`src/hw/tmb_defs.svh`:
```
// Constant definitions for the four-timer bank
// What this block does
// - Four 16-bit timers, two classic, two reload
// - Classic modes 13, 16, 8-reload; split timer0
// - Reload timers: one 16-bit or two 8-bit
// - Classic clock from five sources
// - Select bit picks prescaled or system clock
// - Reload timers: sysclk, sysclk/12, ext/8
// - Counter mode counts pin falling edges
// - Count events up to quarter system clock
// - Timers raise periodic interrupt requests
// - Prescale 00=/12 01=/4 10=/48 11=ext/8
// - Run and gate condition enable counting
// - 13-bit wrap sets overflow flag
// - Mode 2 overflow reloads low from high
`ifndef TMB_DEFS_SVH
`define TMB_DEFS_SVH
// Register byte addresses
`define TMB_A_CTRL    12'h000
`define TMB_A_MODE    12'h004
`define TMB_A_CLK     12'h008
`define TMB_A_STAT    12'h00C
`define TMB_A_MASK    12'h010
`define TMB_A_T0      12'h014
`define TMB_A_T1      12'h018
`define TMB_A_T2      12'h01C
`define TMB_A_T3      12'h020
`define TMB_A_R2      12'h024
`define TMB_A_R3      12'h028
// Prescale divisors
`define TMB_DIV12     8'd12
`define TMB_DIV4      8'd4
`define TMB_DIV48     8'd48
`define TMB_DIV8      8'd8
// Field positions
`define TMB_CLK_SCA   1:0
`define TMB_CLK_T0M   2
`define TMB_CLK_T1M   3
`define TMB_CLK_T2SRC 5:4
`define TMB_CLK_T3SRC 7:6
`define TMB_CTRL_T2RUN 8
`define TMB_CTRL_T3RUN 9
`define TMB_RST_VAL   32'h0000_0000
`endif

```
`src/hw/tmb_pkg.sv`:
```
// Package of types for the four-timer bank
package tmb_pkg;
  // Classic timer modes
  typedef enum logic [1:0] {
    TMB_M13, TMB_M16, TMB_M8R, TMB_MSPLIT
  } tmb_mode_t;
  // Bus slave data-phase states
  typedef enum logic [0:0] {TMB_IDLE, TMB_DATA} tmb_bus_t;
endpackage

```
`src/hw/tmb_edge.sv`:
```
// Two-stage synchroniser with falling edge detector
`timescale 1ns/10ps
`default_nettype none
module tmb_edge (
  input  wire logic clk,    // System clock
  input  wire logic rst,    // Synchronous reset
  input  wire logic ce,     // Clock enable
  input  wire logic din,    // Asynchronous pin
  output logic      lvl,    // Synchronised level
  output logic      fall    // One-cycle falling pulse
);
  // ------------------------------------------------
  // State
  // ------------------------------------------------
  typedef struct packed {
    logic s1;  // First stage, read by s2 only
    logic s2;  // Second stage
    logic s3;  // Previous sample
  } tmb_edge_st_t;
  tmb_edge_st_t st_reg;
  tmb_edge_st_t st_next;
  // Next-state logic
  always_comb begin
    st_next = st_reg;
    st_next.s1 = din;
    st_next.s2 = st_reg.s1;
    st_next.s3 = st_reg.s2;
  end
  // Register
  always_ff @(posedge clk) begin
    if (rst) begin
      st_reg <= '0;
    end else if (ce) begin
      st_reg <= st_next;
    end
  end
  assign lvl = st_reg.s2;
  assign fall = ce & st_reg.s3 & ~st_reg.s2;
endmodule // tmb_edge
`default_nettype wire

```
`src/hw/tmb_top.sv`:
```
// Four-timer bank with AHB-Lite register slave
//
// The AHB-Lite interface to the registers and the address map are this design's own decisions.
`timescale 1ns/10ps
`default_nettype none
`include "tmb_defs.svh"
module tmb_top #(
  parameter int PW = 16  // Timer width
) (
  input  wire logic        SYS_CLK,
  input  wire logic        SYS_RST,
  input  wire logic        CLK_EN,
  input  wire logic        HSEL,
  input  wire logic [31:0] HADDR,
  input  wire logic [1:0]  HTRANS,
  input  wire logic        HWRITE,
  input  wire logic [2:0]  HSIZE,
  input  wire logic [31:0] HWDATA,
  input  wire logic        HREADY,
  output logic [31:0]      HRDATA,
  output logic             HREADYOUT,
  output logic             HRESP,
  input  wire logic        TIMER0_EVENT_PIN,
  input  wire logic        TIMER1_EVENT_PIN,
  input  wire logic        TIMER0_GATE_INPUT,
  input  wire logic        TIMER1_GATE_INPUT,
  input  wire logic        EXT_OSC_CLK,
  output logic             IRQ
);
  import tmb_pkg::*;
  if (PW != 16) begin : g_pw_chk
    $error("tmb_top supports PW of 16 only");
  end
  // ------------------------------------------------
  // State
  // ------------------------------------------------
  typedef struct packed {
    tmb_bus_t    bus;        // Data phase pending
    logic [11:0] addr;       // Latched address
    logic        wr;         // Latched write
    logic [31:0] rdata;      // Read data register
    logic [9:0]  ctrl;       // Run/gate/polarity/counter
    logic [7:0]  mode;       // Modes and split bits
    logic [7:0]  clk;        // Clock selection
    logic [5:0]  stat;       // Sticky overflow flags
    logic [5:0]  mask;       // Interrupt enables
    logic [15:0] t0;         // Timer 0 count
    logic [15:0] t1;         // Timer 1 count
    logic [15:0] t2;         // Timer 2 count
    logic [15:0] t3;         // Timer 3 count
    logic [15:0] r2;         // Timer 2 reload
    logic [15:0] r3;         // Timer 3 reload
    logic [7:0]  pre;        // Prescale counter
    logic [7:0]  d12;        // Divide-by-12 counter
    logic [7:0]  x8;         // External divide-by-8
  } tmb_st_t;
  tmb_st_t st_reg;
  tmb_st_t st_next;
  // ------------------------------------------------
  // Pin synchronisers
  // ------------------------------------------------
  logic [4:0] pin_in;    // Raw pins
  logic [4:0] pin_lvl;   // Synchronised levels
  logic [4:0] pin_fall;  // Falling pulses
  assign pin_in = {EXT_OSC_CLK, TIMER1_GATE_INPUT, TIMER0_GATE_INPUT,
                   TIMER1_EVENT_PIN, TIMER0_EVENT_PIN};
  genvar gi;
  generate
    for (gi = 0; gi < 5; gi++) begin : g_sync
      tmb_edge u_edge (
        .clk  (SYS_CLK),
        .rst  (SYS_RST),
        .ce   (CLK_EN),
        .din  (pin_in[gi]),
        .lvl  (pin_lvl[gi]),
        .fall (pin_fall[gi])
      );
    end
  endgenerate
  // ------------------------------------------------
  // Clock ticks
  // ------------------------------------------------
  logic [7:0] pre_div;  // Chosen prescale divisor
  logic       pre_ext;  // Prescale from external clock
  logic       pre_tick; // Prescaled clock tick
  logic       d12_tick; // System clock / 12
  logic       x8_tick;  // External clock / 8
  logic [1:0] sca;      // Prescale field
  assign sca = st_reg.clk[`TMB_CLK_SCA];
  always_comb begin
    pre_ext = 1'b0;
    case (sca)
      2'b00:   pre_div = `TMB_DIV12;
      2'b01:   pre_div = `TMB_DIV4;
      2'b10:   pre_div = `TMB_DIV48;
      default: begin
        pre_div = `TMB_DIV8;
        pre_ext = 1'b1;
      end
    endcase
  end
  assign x8_tick  = pin_fall[4] && (st_reg.x8 == `TMB_DIV8 - 8'd1);
  assign d12_tick = (st_reg.d12 == `TMB_DIV12 - 8'd1);
  assign pre_tick = pre_ext ? x8_tick
                            : (st_reg.pre >= pre_div - 8'd1);
  // ------------------------------------------------
  // Classic timer enables
  // ------------------------------------------------
  // ctrl bits per timer i: [4i]=run [4i+1]=hw gate
  // [4i+2]=gate polarity [4i+3]=counter mode
  logic [1:0] cls_run;   // Enabled by run and gate
  logic [1:0] cls_tick;  // Increment strobe
  logic [1:0] sys_sel;   // System clock select
  assign sys_sel = {st_reg.clk[`TMB_CLK_T1M], st_reg.clk[`TMB_CLK_T0M]};
  generate
    for (gi = 0; gi < 2; gi++) begin : g_cls
      assign cls_run[gi] = st_reg.ctrl[4*gi] &&
        (!st_reg.ctrl[4*gi+1] ||
         (pin_lvl[2+gi] == st_reg.ctrl[4*gi+2]));
      // source choice, edges at up to quarter rate
      assign cls_tick[gi] = cls_run[gi] &&
        (st_reg.ctrl[4*gi+3] ? pin_fall[gi]
                             : (sys_sel[gi] ? CLK_EN : pre_tick));
    end
  endgenerate
  // ------------------------------------------------
  // Reload timer ticks
  // ------------------------------------------------
  // source 0 sysclk, 1 /12, 2+ ext/8
  function automatic logic src_tick(input logic [1:0] s,
                                    input logic d12,
                                    input logic x8);
    case (s)
      2'd0:    src_tick = 1'b1;
      2'd1:    src_tick = d12;
      default: src_tick = x8;
    endcase
  endfunction
  logic t2_tick;  // Timer 2 tick
  logic t3_tick;  // Timer 3 tick
  assign t2_tick = st_reg.ctrl[`TMB_CTRL_T2RUN] &&
                   src_tick(st_reg.clk[`TMB_CLK_T2SRC], d12_tick, x8_tick);
  assign t3_tick = st_reg.ctrl[`TMB_CTRL_T3RUN] &&
                   src_tick(st_reg.clk[`TMB_CLK_T3SRC], d12_tick, x8_tick);
  // ------------------------------------------------
  // Bus decode
  // ------------------------------------------------
  logic        acc;    // Address phase taken
  logic        wr_now; // Write data phase
  logic [31:0] rd_mux; // Read value
  logic [5:0]  ev;     // Overflow events this cycle
  tmb_mode_t   m0;     // Timer 0 mode
  tmb_mode_t   m1;     // Timer 1 mode
  assign m0 = tmb_mode_t'(st_reg.mode[1:0]);
  assign m1 = tmb_mode_t'(st_reg.mode[3:2]);
  assign acc = HSEL && HREADY && HTRANS[1];
  assign wr_now = (st_reg.bus == TMB_DATA) && st_reg.wr;
  // Read mux
  always_comb begin
    case (HADDR[11:0])
      `TMB_A_CTRL: rd_mux = {22'h00_0000, st_reg.ctrl};
      `TMB_A_MODE: rd_mux = {24'h00_0000, st_reg.mode};
      `TMB_A_CLK:  rd_mux = {24'h00_0000, st_reg.clk};
      `TMB_A_STAT: rd_mux = {26'h000_0000, st_reg.stat};
      `TMB_A_MASK: rd_mux = {26'h000_0000, st_reg.mask};
      `TMB_A_T0:   rd_mux = {16'h0000, st_reg.t0};
      `TMB_A_T1:   rd_mux = {16'h0000, st_reg.t1};
      `TMB_A_T2:   rd_mux = {16'h0000, st_reg.t2};
      `TMB_A_T3:   rd_mux = {16'h0000, st_reg.t3};
      `TMB_A_R2:   rd_mux = {16'h0000, st_reg.r2};
      `TMB_A_R3:   rd_mux = {16'h0000, st_reg.r3};
      default:     rd_mux = `TMB_RST_VAL;
    endcase
  end
  // ------------------------------------------------
  // Next state
  // ------------------------------------------------
  always_comb begin
    st_next = st_reg;
    ev = 6'h00;
    // Bus phases
    st_next.bus = acc ? TMB_DATA : TMB_IDLE;
    if (acc) begin
      st_next.addr = HADDR[11:0];
      st_next.wr = HWRITE;
      st_next.rdata = rd_mux;
    end
    // Divider counters
    st_next.pre = pre_tick || pre_ext ? 8'h00 : st_reg.pre + 8'd1;
    st_next.d12 = d12_tick ? 8'h00 : st_reg.d12 + 8'd1;
    if (pin_fall[4]) begin
      st_next.x8 = x8_tick ? 8'h00 : st_reg.x8 + 8'd1;
    end
    if (cls_tick[0]) begin
      case (m0)
        TMB_M13: begin
          st_next.t0 = {st_reg.t0[15:8] + {7'h00, &st_reg.t0[4:0]},
                        3'b000, st_reg.t0[4:0] + 5'd1};
          ev[0] = (&st_reg.t0[15:8]) && (&st_reg.t0[4:0]);
        end
        TMB_M16: begin
          st_next.t0 = st_reg.t0 + 16'd1;
          ev[0] = &st_reg.t0;
        end
        TMB_M8R: begin
          st_next.t0[7:0] = (&st_reg.t0[7:0]) ? st_reg.t0[15:8]
                                               : st_reg.t0[7:0] + 8'd1;
          ev[0] = &st_reg.t0[7:0];
        end
        default: begin
          st_next.t0[7:0] = st_reg.t0[7:0] + 8'd1;
          ev[0] = &st_reg.t0[7:0];
        end
      endcase
    end
    // split high half uses timer 1 run bit
    if (m0 == TMB_MSPLIT && st_reg.ctrl[4] && (sys_sel[0] ? CLK_EN
                                                        : pre_tick)) begin
      st_next.t0[15:8] = st_reg.t0[15:8] + 8'd1;
      ev[1] = &st_reg.t0[15:8];
    end
    // timer 1 has no split; split stops it
    if (cls_tick[1] && m0 != TMB_MSPLIT) begin
      case (m1)
        TMB_M13: begin
          st_next.t1 = {st_reg.t1[15:8] + {7'h00, &st_reg.t1[4:0]},
                        3'b000, st_reg.t1[4:0] + 5'd1};
          ev[1] = (&st_reg.t1[15:8]) && (&st_reg.t1[4:0]);
        end
        TMB_M8R: begin
          st_next.t1[7:0] = (&st_reg.t1[7:0]) ? st_reg.t1[15:8]
                                               : st_reg.t1[7:0] + 8'd1;
          ev[1] = &st_reg.t1[7:0];
        end
        default: begin
          st_next.t1 = st_reg.t1 + 16'd1;
          ev[1] = &st_reg.t1;
        end
      endcase
    end
    // timer 2 one 16-bit or two 8-bit reloads
    if (t2_tick) begin
      if (st_reg.mode[4]) begin
        st_next.t2[7:0] = (&st_reg.t2[7:0]) ? st_reg.r2[7:0]
                                             : st_reg.t2[7:0] + 8'd1;
        st_next.t2[15:8] = (&st_reg.t2[15:8]) ? st_reg.r2[15:8]
                                               : st_reg.t2[15:8] + 8'd1;
        ev[2] = &st_reg.t2[7:0];
        ev[3] = &st_reg.t2[15:8];
      end else begin
        st_next.t2 = (&st_reg.t2) ? st_reg.r2 : st_reg.t2 + 16'd1;
        ev[2] = &st_reg.t2;
      end
    end
    if (t3_tick) begin
      if (st_reg.mode[5]) begin
        st_next.t3[7:0] = (&st_reg.t3[7:0]) ? st_reg.r3[7:0]
                                             : st_reg.t3[7:0] + 8'd1;
        st_next.t3[15:8] = (&st_reg.t3[15:8]) ? st_reg.r3[15:8]
                                               : st_reg.t3[15:8] + 8'd1;
        ev[4] = &st_reg.t3[7:0];
        ev[5] = &st_reg.t3[15:8];
      end else begin
        st_next.t3 = (&st_reg.t3) ? st_reg.r3 : st_reg.t3 + 16'd1;
        ev[4] = &st_reg.t3;
      end
    end
    // Register writes
    if (wr_now) begin
      case (st_reg.addr)
        `TMB_A_CTRL: st_next.ctrl = HWDATA[9:0];
        `TMB_A_MODE: st_next.mode = HWDATA[7:0];
        `TMB_A_CLK:  st_next.clk = HWDATA[7:0];
        `TMB_A_STAT: st_next.stat = st_reg.stat & ~HWDATA[5:0];
        `TMB_A_MASK: st_next.mask = HWDATA[5:0];
        `TMB_A_T0:   st_next.t0 = HWDATA[15:0];
        `TMB_A_T1:   st_next.t1 = HWDATA[15:0];
        `TMB_A_T2:   st_next.t2 = HWDATA[15:0];
        `TMB_A_T3:   st_next.t3 = HWDATA[15:0];
        `TMB_A_R2:   st_next.r2 = HWDATA[15:0];
        `TMB_A_R3:   st_next.r3 = HWDATA[15:0];
        default: ;
      endcase
    end
    st_next.stat = st_next.stat | ev;
  end
  // ------------------------------------------------
  // State register
  // ------------------------------------------------
  always_ff @(posedge SYS_CLK) begin
    if (SYS_RST) begin
      st_reg <= '0;
    end else if (CLK_EN) begin
      st_reg <= st_next;
    end
  end
  // Outputs
  assign HRDATA = st_reg.rdata;
  assign HREADYOUT = 1'b1;
  assign HRESP = 1'b0;
  assign IRQ = |(st_reg.stat & st_reg.mask);
  // ------------------------------------------------
  // Assertions
  // ------------------------------------------------
  // counter increments on edge
  t0_count_a: assert property (@(posedge SYS_CLK) disable iff (SYS_RST)
    CLK_EN && cls_tick[0] && m0 == TMB_M16 && st_reg.ctrl[3] && !wr_now
      |=> st_reg.t0 == $past(st_reg.t0) + 16'd1)
    else $error("timer0 count missed an edge");
  gate_hold_a: assert property (@(posedge SYS_CLK) disable iff (SYS_RST)
    CLK_EN && !st_reg.ctrl[0] && !wr_now && m0 != TMB_MSPLIT
      |=> st_reg.t0 == $past(st_reg.t0))
    else $error("timer0 moved while stopped");
  mode2_rel_a: assert property (@(posedge SYS_CLK) disable iff (SYS_RST)
    CLK_EN && cls_tick[0] && m0 == TMB_M8R && &st_reg.t0[7:0] && !wr_now
      |=> st_reg.t0[7:0] == $past(st_reg.t0[15:8]) && st_reg.stat[0])
    else $error("mode2 reload wrong");
  wrap13_a: assert property (@(posedge SYS_CLK) disable iff (SYS_RST)
    CLK_EN && cls_tick[0] && m0 == TMB_M13 && st_reg.t0 == 16'hFF1F
      |=> st_reg.stat[0])
    else $error("13-bit overflow not flagged");
  pre4_a: assert property (@(posedge SYS_CLK) disable iff (SYS_RST)
    CLK_EN && sca == 2'b01 && pre_tick
      ##1 (CLK_EN && sca == 2'b01) [*4] |-> pre_tick)
    else $error("prescale by four wrong");
  d12_a: assert property (@(posedge SYS_CLK) disable iff (SYS_RST)
    st_reg.d12 < `TMB_DIV12)
    else $error("divide by twelve overran");
  t2_rel_a: assert property (@(posedge SYS_CLK) disable iff (SYS_RST)
    CLK_EN && t2_tick && !st_reg.mode[4] && &st_reg.t2 && !wr_now
      |=> st_reg.t2 == $past(st_reg.r2))
    else $error("timer2 reload wrong");
  irq_lvl_a: assert property (@(posedge SYS_CLK) disable iff (SYS_RST)
    CLK_EN && ev[0] && st_reg.mask[0] |=> IRQ)
    else $error("interrupt not raised");
endmodule // tmb_top
`default_nettype wire

```
`config.mk`:
```
export PLATFORM = sky130hd
export DESIGN_NAME = tmb_top
export DESIGN_NICKNAME = d
export VERILOG_FILES = /design/src/hw/tmb_pkg.sv /design/src/hw/tmb_edge.sv /design/src/hw/tmb_top.sv
export VERILOG_INCLUDE_DIRS = /design/src /design/src/hw
export SDC_FILE = /design/constraint.sdc
export NUM_CORES = 1
export LEC_CHECK = 0
export BUFFER_PORTS_ARGS = -buffer_cell sky130_fd_sc_hd__buf_2
export CORE_MARGIN = 2
export CORE_UTILIZATION = 50
export DETAILED_ROUTE_END_ITERATION = 16
export PLACE_DENSITY_LB_ADDON = 0.08
export REMOVE_ABC_BUFFERS = 1
export SLEW_MARGIN = 20
export SYNTH_ARGS = -nofsm -noshare
export SYNTH_HDL_FRONTEND = slang
export SYNTH_SLANG_ARGS = --single-unit
```
`constraint.sdc`:
```
create_clock -name SYS_CLK -period 7 [get_ports SYS_CLK]
set_clock_uncertainty 0.2 [all_clocks]
set_input_delay 0.35 -clock SYS_CLK [delete_from_list [all_inputs] [get_ports SYS_CLK]]
set_output_delay 0.35 -clock SYS_CLK [all_outputs]
set_load 0.005 [all_outputs]
```
==> results of run 1 <==
==> layout by cell type (no fill, tap or decap), types with 7 or more instances in the layout <==
cell type,synthesis,layout
xor2_1,21,21
nand2_1,160,160
clkbuf_16,0,25
a21o_1,9,9
clkbuf_8,0,11
buf_4,35,23
nand2b_1,9,9
a31oi_1,37,37
o21ai_0,54,54
inv_1,18,18
a221oi_1,16,16
nor2b_1,7,7
a222oi_1,20,20
and3_1,29,29
a21oi_1,99,99
nand3b_1,7,7
conb_1,2,19
xnor2_1,9,9
or3_1,13,13
dlygate4sd3_1,0,26
buf_2,9,54
nor2_1,174,172
mux2i_1,84,84
o211ai_1,13,13
a41oi_1,7,7
nand4_1,30,30
dfxtp_1,201,201
o21ai_1,14,14
nand3_1,54,54
a22oi_1,26,26
o22ai_1,8,8
a311oi_1,8,8
and4_1,8,8
a211oi_1,30,30
ha_1,20,20
nor3_1,34,33
==> worst min-delay path, delay by kind of cell <==
family                 cells  cell delay, ns
AOI/OAI and AO/OA          1            0.05
buffers and inverters      1            0.22
and+or+nand+nor            1            0.10
==> worst paths after layout <==
check	startpoint	end	slack (ns)	cells after the start
worst max-delay path	st_reg[203]$_SDFFE_PP0P_	st_reg[81]$_SDFFE_PP0P_	3.56	6
worst min-delay path	HWDATA[5]	st_reg[45]$_SDFFE_PP0P_	0.02	3
worst max register to register	st_reg[203]$_SDFFE_PP0P_	st_reg[81]$_SDFFE_PP0P_	3.56	6
worst min register to register	HRDATA[0]$_SDFFE_PP0P_	HRDATA[0]$_SDFFE_PP0P_	0.25	2
==> cell families after synthesis <==
group | after synthesis
compound gates | 410
xor+xnor | 30
fa+ha+maj | 20
buf+inv | 168
flops | 201
mux | 88
other cells | 2
simple gates | 570
==> power by group <==
group          total, mW  internal, mW  switching, mW
logic              0.154        0.0534          0.101
clock network       1.38         0.848          0.530
registers           1.19          1.16         0.0264
==> layer usage <==
layer  wire length (um)  part of all wire [%]  global-route usage (%)  up-vias
li1                   -                     -                       -     5459
met1              17200                    42                    45.2     5544
met2              17900                    44                    50.2      579
met3               3810                   9.4                    4.57      109
met4               1630                   4.0                    12.9        0
met5                  0                     0                       0        -
==> metrics by stage <==
| step | power, mW | cell area (um^2) | hold slack [ns] | instances |
|---|---|---|---|---|
| 2_1_floorplan | 1.26 | 11100 | 0.219 | 1356 |
| 3_5_place_dp | 1.35 | 12000 | 0.249 | 1752 |
| 4_1_cts | 2.73 | 13100 | 0.00181 | 1823 |
| 6_report | 2.72 | 13200 | 0.0217 | 1823 |
| 3_3_place_gp | 1.35 | 12000 | 0.244 | 1752 |
| 5_1_grt | 2.80 | 13200 | 0.0199 | 1823 |
==> cell type report <==
cell class / instances / area, um^2
Fill cell: 2219 / 10200
Inverter: 18 / 67.6
Clock buffer: 37 / 781
Clock inverter: 8 / 114
Tap cell: 319 / 399
Timing Repair Buffer: 103 / 703
Sequential cell: 201 / 4020
Multi-Input combinational cell: 1137 / 7070
==> what timing repair did <==
item                                   CTS  global route
hold buffers                            26             0
resized for setup                        0             0
endpoints found under the hold margin   30             0
==> impl_results.md, run 1 <==
* DR WL/cell at 22.2 um
* CP Capture Type: register
* Total Wirelength at 40.5 mm
* Via/cell ratio at 6.41
* Slew HR at 19.4%
* Post-synthesis async set-or-reset flop share at 0%
* Post-synth top cells: dfxtp_1, nor2_1, nand2_1
* Vias at 11691
* CP delay by family, top: simple AND/OR/NAND/NOR gates
* Final net count at 1586
* Clk root buf: clkbuf_16
* #FFs+latches synth at 201
* Period utilization at 49.1%
* Adder-cell share of the synthesized area at 2.12%
* Cell Rows at 56
* Min cycle time layout at 3.44 ns
* Number of synthesized flops with an enable pin at 0
* Final hold vios at 0
* Max Transition Viols Final at 0
* Post-synth design cell area at 11800 um^2
* Fin Setup TNS at 0 ns
* Util after Layout at 56.4%
* Die Y-Extent at 158 um
* Buf/Inv on CP at 0
* Complex-gate fraction of the synthesized area at 23.9%
* GRT overflow at 0
* Post-synth top area cell: dfxtp_1
* Final antenna diode count at 0
* Initial Util at 50.5%
* Worst Setup Start Kind: register
* Fmax at 291 MHz
* Max reg flops at 166
* Crit-path cells: nor4bb_1, nand3_1, or3_1, nand2_1, nor4_1, a2111oi_0
* Xor/xnor share of the synthesized area at 2.23%
* # H-tree levels at 1
* Warnings, synthesis at 0
* Register area share after synthesis at 34.1%
* Total track usage at 32.3%
* Share of layout cells above drive strength 1 at 10.4%
* # Post-CTS Setup Buffers at 0
* Kind of critical path: reg2reg
* Syn_area_per_cell at 7.92 um^2
* CP Data Required Time at 7.21 ns
* DRC at 0
* PD cells at 207 nW/um^2
* Multiplexer area fraction after synthesis at 7.51%
* Initial DRC Count at 1515
* Num Clock Sinks at 201
* CTS tree: built
* Post-route ant nets at 0
* TritonRoute pass-1 iters at 9
* # port buffers at 56
* Status: completed
* Endpoints failing setup at 0
* Maximum resistive drop on vdd at 194 uV
* Pleak at 4.53 nW
* Count leader, synth: dfxtp_1
* Synth top area share at 34.1%
* Number of buffers created by CTS at 25
* Most area-consuming cells after synthesis: dfxtp_1, mux2i_1, nor2_1
* Pin count of the biggest net entering global routing at 85
* Place WS at 3.12 ns
* Final worst setup slack at 3.56 ns
* Area grow syn2layout at 11.6%
* I/O pin cnt at 115
* Data arrival, critical path at 3.65 ns
* Core area at 23300 um^2
* DIE AREA at 24800 um^2
* CTS clk-pin slew, worst paths at 0.06 ns
* Dpl hpwl at 28.1 mm
* Slowest CP cell: or3_1
* Die X at 158 um
* Routability Congestion at 0.933
* Synth Instances at 1489
* Max incr delay on CP at 0.73 ns
* Global-route wire length before repair at 62.0 mm
* Worst hold path type: in2reg
* Fraction of the mapped netlist area in simple logic gates at 23.4%
* Worst-Margin Slew at 1.20 ns
* Max clock buf depth at 3
* Commonest register cell after synthesis: dfxtp_1
* Antenna violations before repair at 1
* Clock latency on the worst-skew pair at 0.55 ns
* Largest family of logic cells by synthesized area: compound AO/OA/AOI/OAI gates
* Max-cap violations at 0
* Via count of the first global-routing pass at 10510
* RSZ-0062 raised after global routing: false
* CP max FO at 13
* Netlist cell types at 85
Power figures use the tool's default switching activity.
==> run 2, diff against run 1 <==
- clock period: 7 -> 3.22 ns (I/O delays scaled with it)
==> impl_results.md, run 2 (synthesized netlist as in run 1, its figures left out) <==
* FF/Latch Area at 4020 um^2
* TritonRoute pass-1 iters at 6
* Via/cell ratio at 6.31
* Most frequent cells in the layout: dfxtp_1, nor2_1, nand2_1
* Area occupied by multi-input gates at 7070 um^2
* Data arrival, critical path at 3.29 ns
* Core area at 23300 um^2
* # port buffers at 56
* Worst Hold Path EP: st_reg[70]$_SDFFE_PP0P_
* Initial Util at 50.5%
* Kind of critical path: reg2reg
* DR WL/cell at 22.0 um
* Via count of the first global-routing pass at 10782
* Die X at 158 um
* Num Clock Sinks at 201
* Total Wirelength at 41.3 mm
* Worst-Margin Slew at 0.861 ns
* Number of buffers created by CTS at 23
* Clk root buf: clkbuf_16
* Antenna violations before repair at 1
* CP delay by family, top: buffers and inverters
* R2r worst-path depth at 10
* Status: completed
* # H-tree levels at 1
* Total track usage at 33.1%
* Die Y-Extent at 158 um
* CP Data Required Time at 3.50 ns
* CP Capture Type: register
* Max Transition Viols Final at 0
* DIE AREA at 24800 um^2
* Min cycle time layout at 3.01 ns
* DRC at 0
* Dpl hpwl at 29.4 mm
* Vias at 11865
* Fillers at 2176
* Crit-path cells: ha_1, or4bb_4, o21ai_1, buf_4, nand3_4, buf_4, a211oi_1, o21ai_0, a21oi_1, dlygate4sd3_1
* Launching point of the worst reg2reg path: st_reg[8]$_SDFFE_PP0P_
* Reg-to-Reg End: st_reg[87]$_SDFFE_PP0P_
* CP most frequent cell: buf_4
* Pleak at 4.76 nW
* Max clock buf depth at 3
* Area grow syn2layout at 14.9%
* Final hold vios at 0
* Routability Congestion at 0.975
* Clock latency on the worst-skew pair at 0.54 ns
* WP depth at 10
* Max-cap violations at 0
* Worst hold path type: in2reg
* Post-route ant nets at 0
* Worst Setup Start Kind: register
* Slowest CP cell: dlygate4sd3_1
* Global-route wire length before repair at 63.3 mm
* Hold path depth at 4
* PD cells at 416 nW/um^2
* Fmax at 332 MHz
* Hold_sp: CLK_EN
* Maximum resistive drop on vdd at 333 uV
* I/O pin cnt at 115
* CTS tree: built
* Period utilization at 93.4%
* Endpoints failing setup at 0
* Inst Count DP at 1799
* Share of layout cells above drive strength 1 at 12.6%
* Pin count of the biggest net entering global routing at 96
* Buf/Inv on CP at 3
* Final net count at 1644
* Initial DRC Count at 1333
* CTS clk-pin slew, worst paths at 0.06 ns
* Max reg flops at 166
* Fin cells at 1881
* GRT overflow at 0
* CP max FO at 7
* Slew HR at 41.8%
* Cell Rows at 56
* Max incr delay on CP at 0.55 ns
* RSZ-0062 raised after global routing: false
* Commonest non-fill, non-tap cell in the layout: dfxtp_1
* Setup slack, reg-to-reg at 0.21 ns
* Fin Setup TNS at 0 ns
-- run 2: through the flow --
| stage | utilization [%] | cell area (um^2) | setup slack, ns | total power [mW] | hold slack [ns] |
|---|---|---|---|---|---|
| after global routing | 58.0 | 13500 | 0.0269 | 5.76 | 0.0735 |
| after floorplan | - | 11100 | 0.524 | 2.74 | 0.0301 |
| after detailed placement | 53.1 | 12400 | 0.239 | 2.95 | 0.210 |
| final | 58.1 | 13500 | 0.212 | 5.63 | 0.0260 |
| after global placement | 53.1 | 12400 | 0.276 | 2.94 | 0.204 |
| after CTS | 57.9 | 13500 | 0.0735 | 5.63 | 0.00881 |
-- run 2: worst max path at each step --
| stage | startpoint | to | slack, ns |
|---|---|---|---|
| 3_3_place_gp | CLK_EN | st_reg[106]$_SDFFE_PP0P_ | 0.28 |
| 4_1_cts | g_sync[4].u_edge.lvl$_SDFFE_PP0P_ | st_reg[87]$_SDFFE_PP0P_ | 0.07 |
| 5_1_grt | st_reg[8]$_SDFFE_PP0P_ | st_reg[60]$_SDFFE_PP0P_ | 0.03 |
| 3_5_place_dp | CLK_EN | st_reg[106]$_SDFFE_PP0P_ | 0.24 |
| 6_report | st_reg[8]$_SDFFE_PP0P_ | st_reg[87]$_SDFFE_PP0P_ | 0.21 |
| 2_1_floorplan | HADDR[9] | HRDATA[1]$_SDFFE_PP0P_ | 0.52 |
-- run 2: layer usage --
layer / GRT usage (%) / vias up / part of all wire [%]
met5: 0 / - / 0
met4: 12.1 / 0 / 3.3
met1: 46.7 / 5630 / 43
met3: 5.91 / 94 / 9.6
li1: - / 5595 / -
met2: 50.5 / 546 / 44
-- run 2: cell type report --
| cell class | count | area share [%] |
|---|---|---|
| Multi-Input combinational cell | 1137 | 52.2 |
| Sequential cell | 201 | 29.7 |
| Timing Repair Buffer | 163 | 9.00 |
| Clock buffer | 35 | 4.95 |
| Tap cell | 319 | 2.95 |
| Clock inverter | 7 | 0.674 |
| Inverter | 18 | 0.499 |
| Antenna cell | 1 | 0.0185 |
-- run 2: worst register-to-register path, delay by kind of cell, from the launching register on --
family / cells / cell delay [ns]
AOI/OAI and AO/OA: 4 / 0.68
DFF: 1 / 0.36
buffers and inverters: 3 / 0.91
and+or+nand+nor: 2 / 0.62
adders and majority gates: 1 / 0.22
-- run 2: repair_timing --
item | in CTS | in global routing
hold endpoints to repair | 138 | 0
setup endpoints to repair | 0 | 1
setup buffers | 0 | 2
hold buffers | 37 | 0
gates resized for setup | 0 | 3
-- run 2: where the power goes --
part | total (mW) | switching, mW | internal [mW] | leakage (nW)
combinational | 0.358 | 0.227 | 0.131 | 2.76
clock | 2.69 | 1.10 | 1.60 | 0.372
sequential | 2.58 | 0.0571 | 2.52 | 1.63
total | 5.63 | 1.38 | 4.25 | 4.76
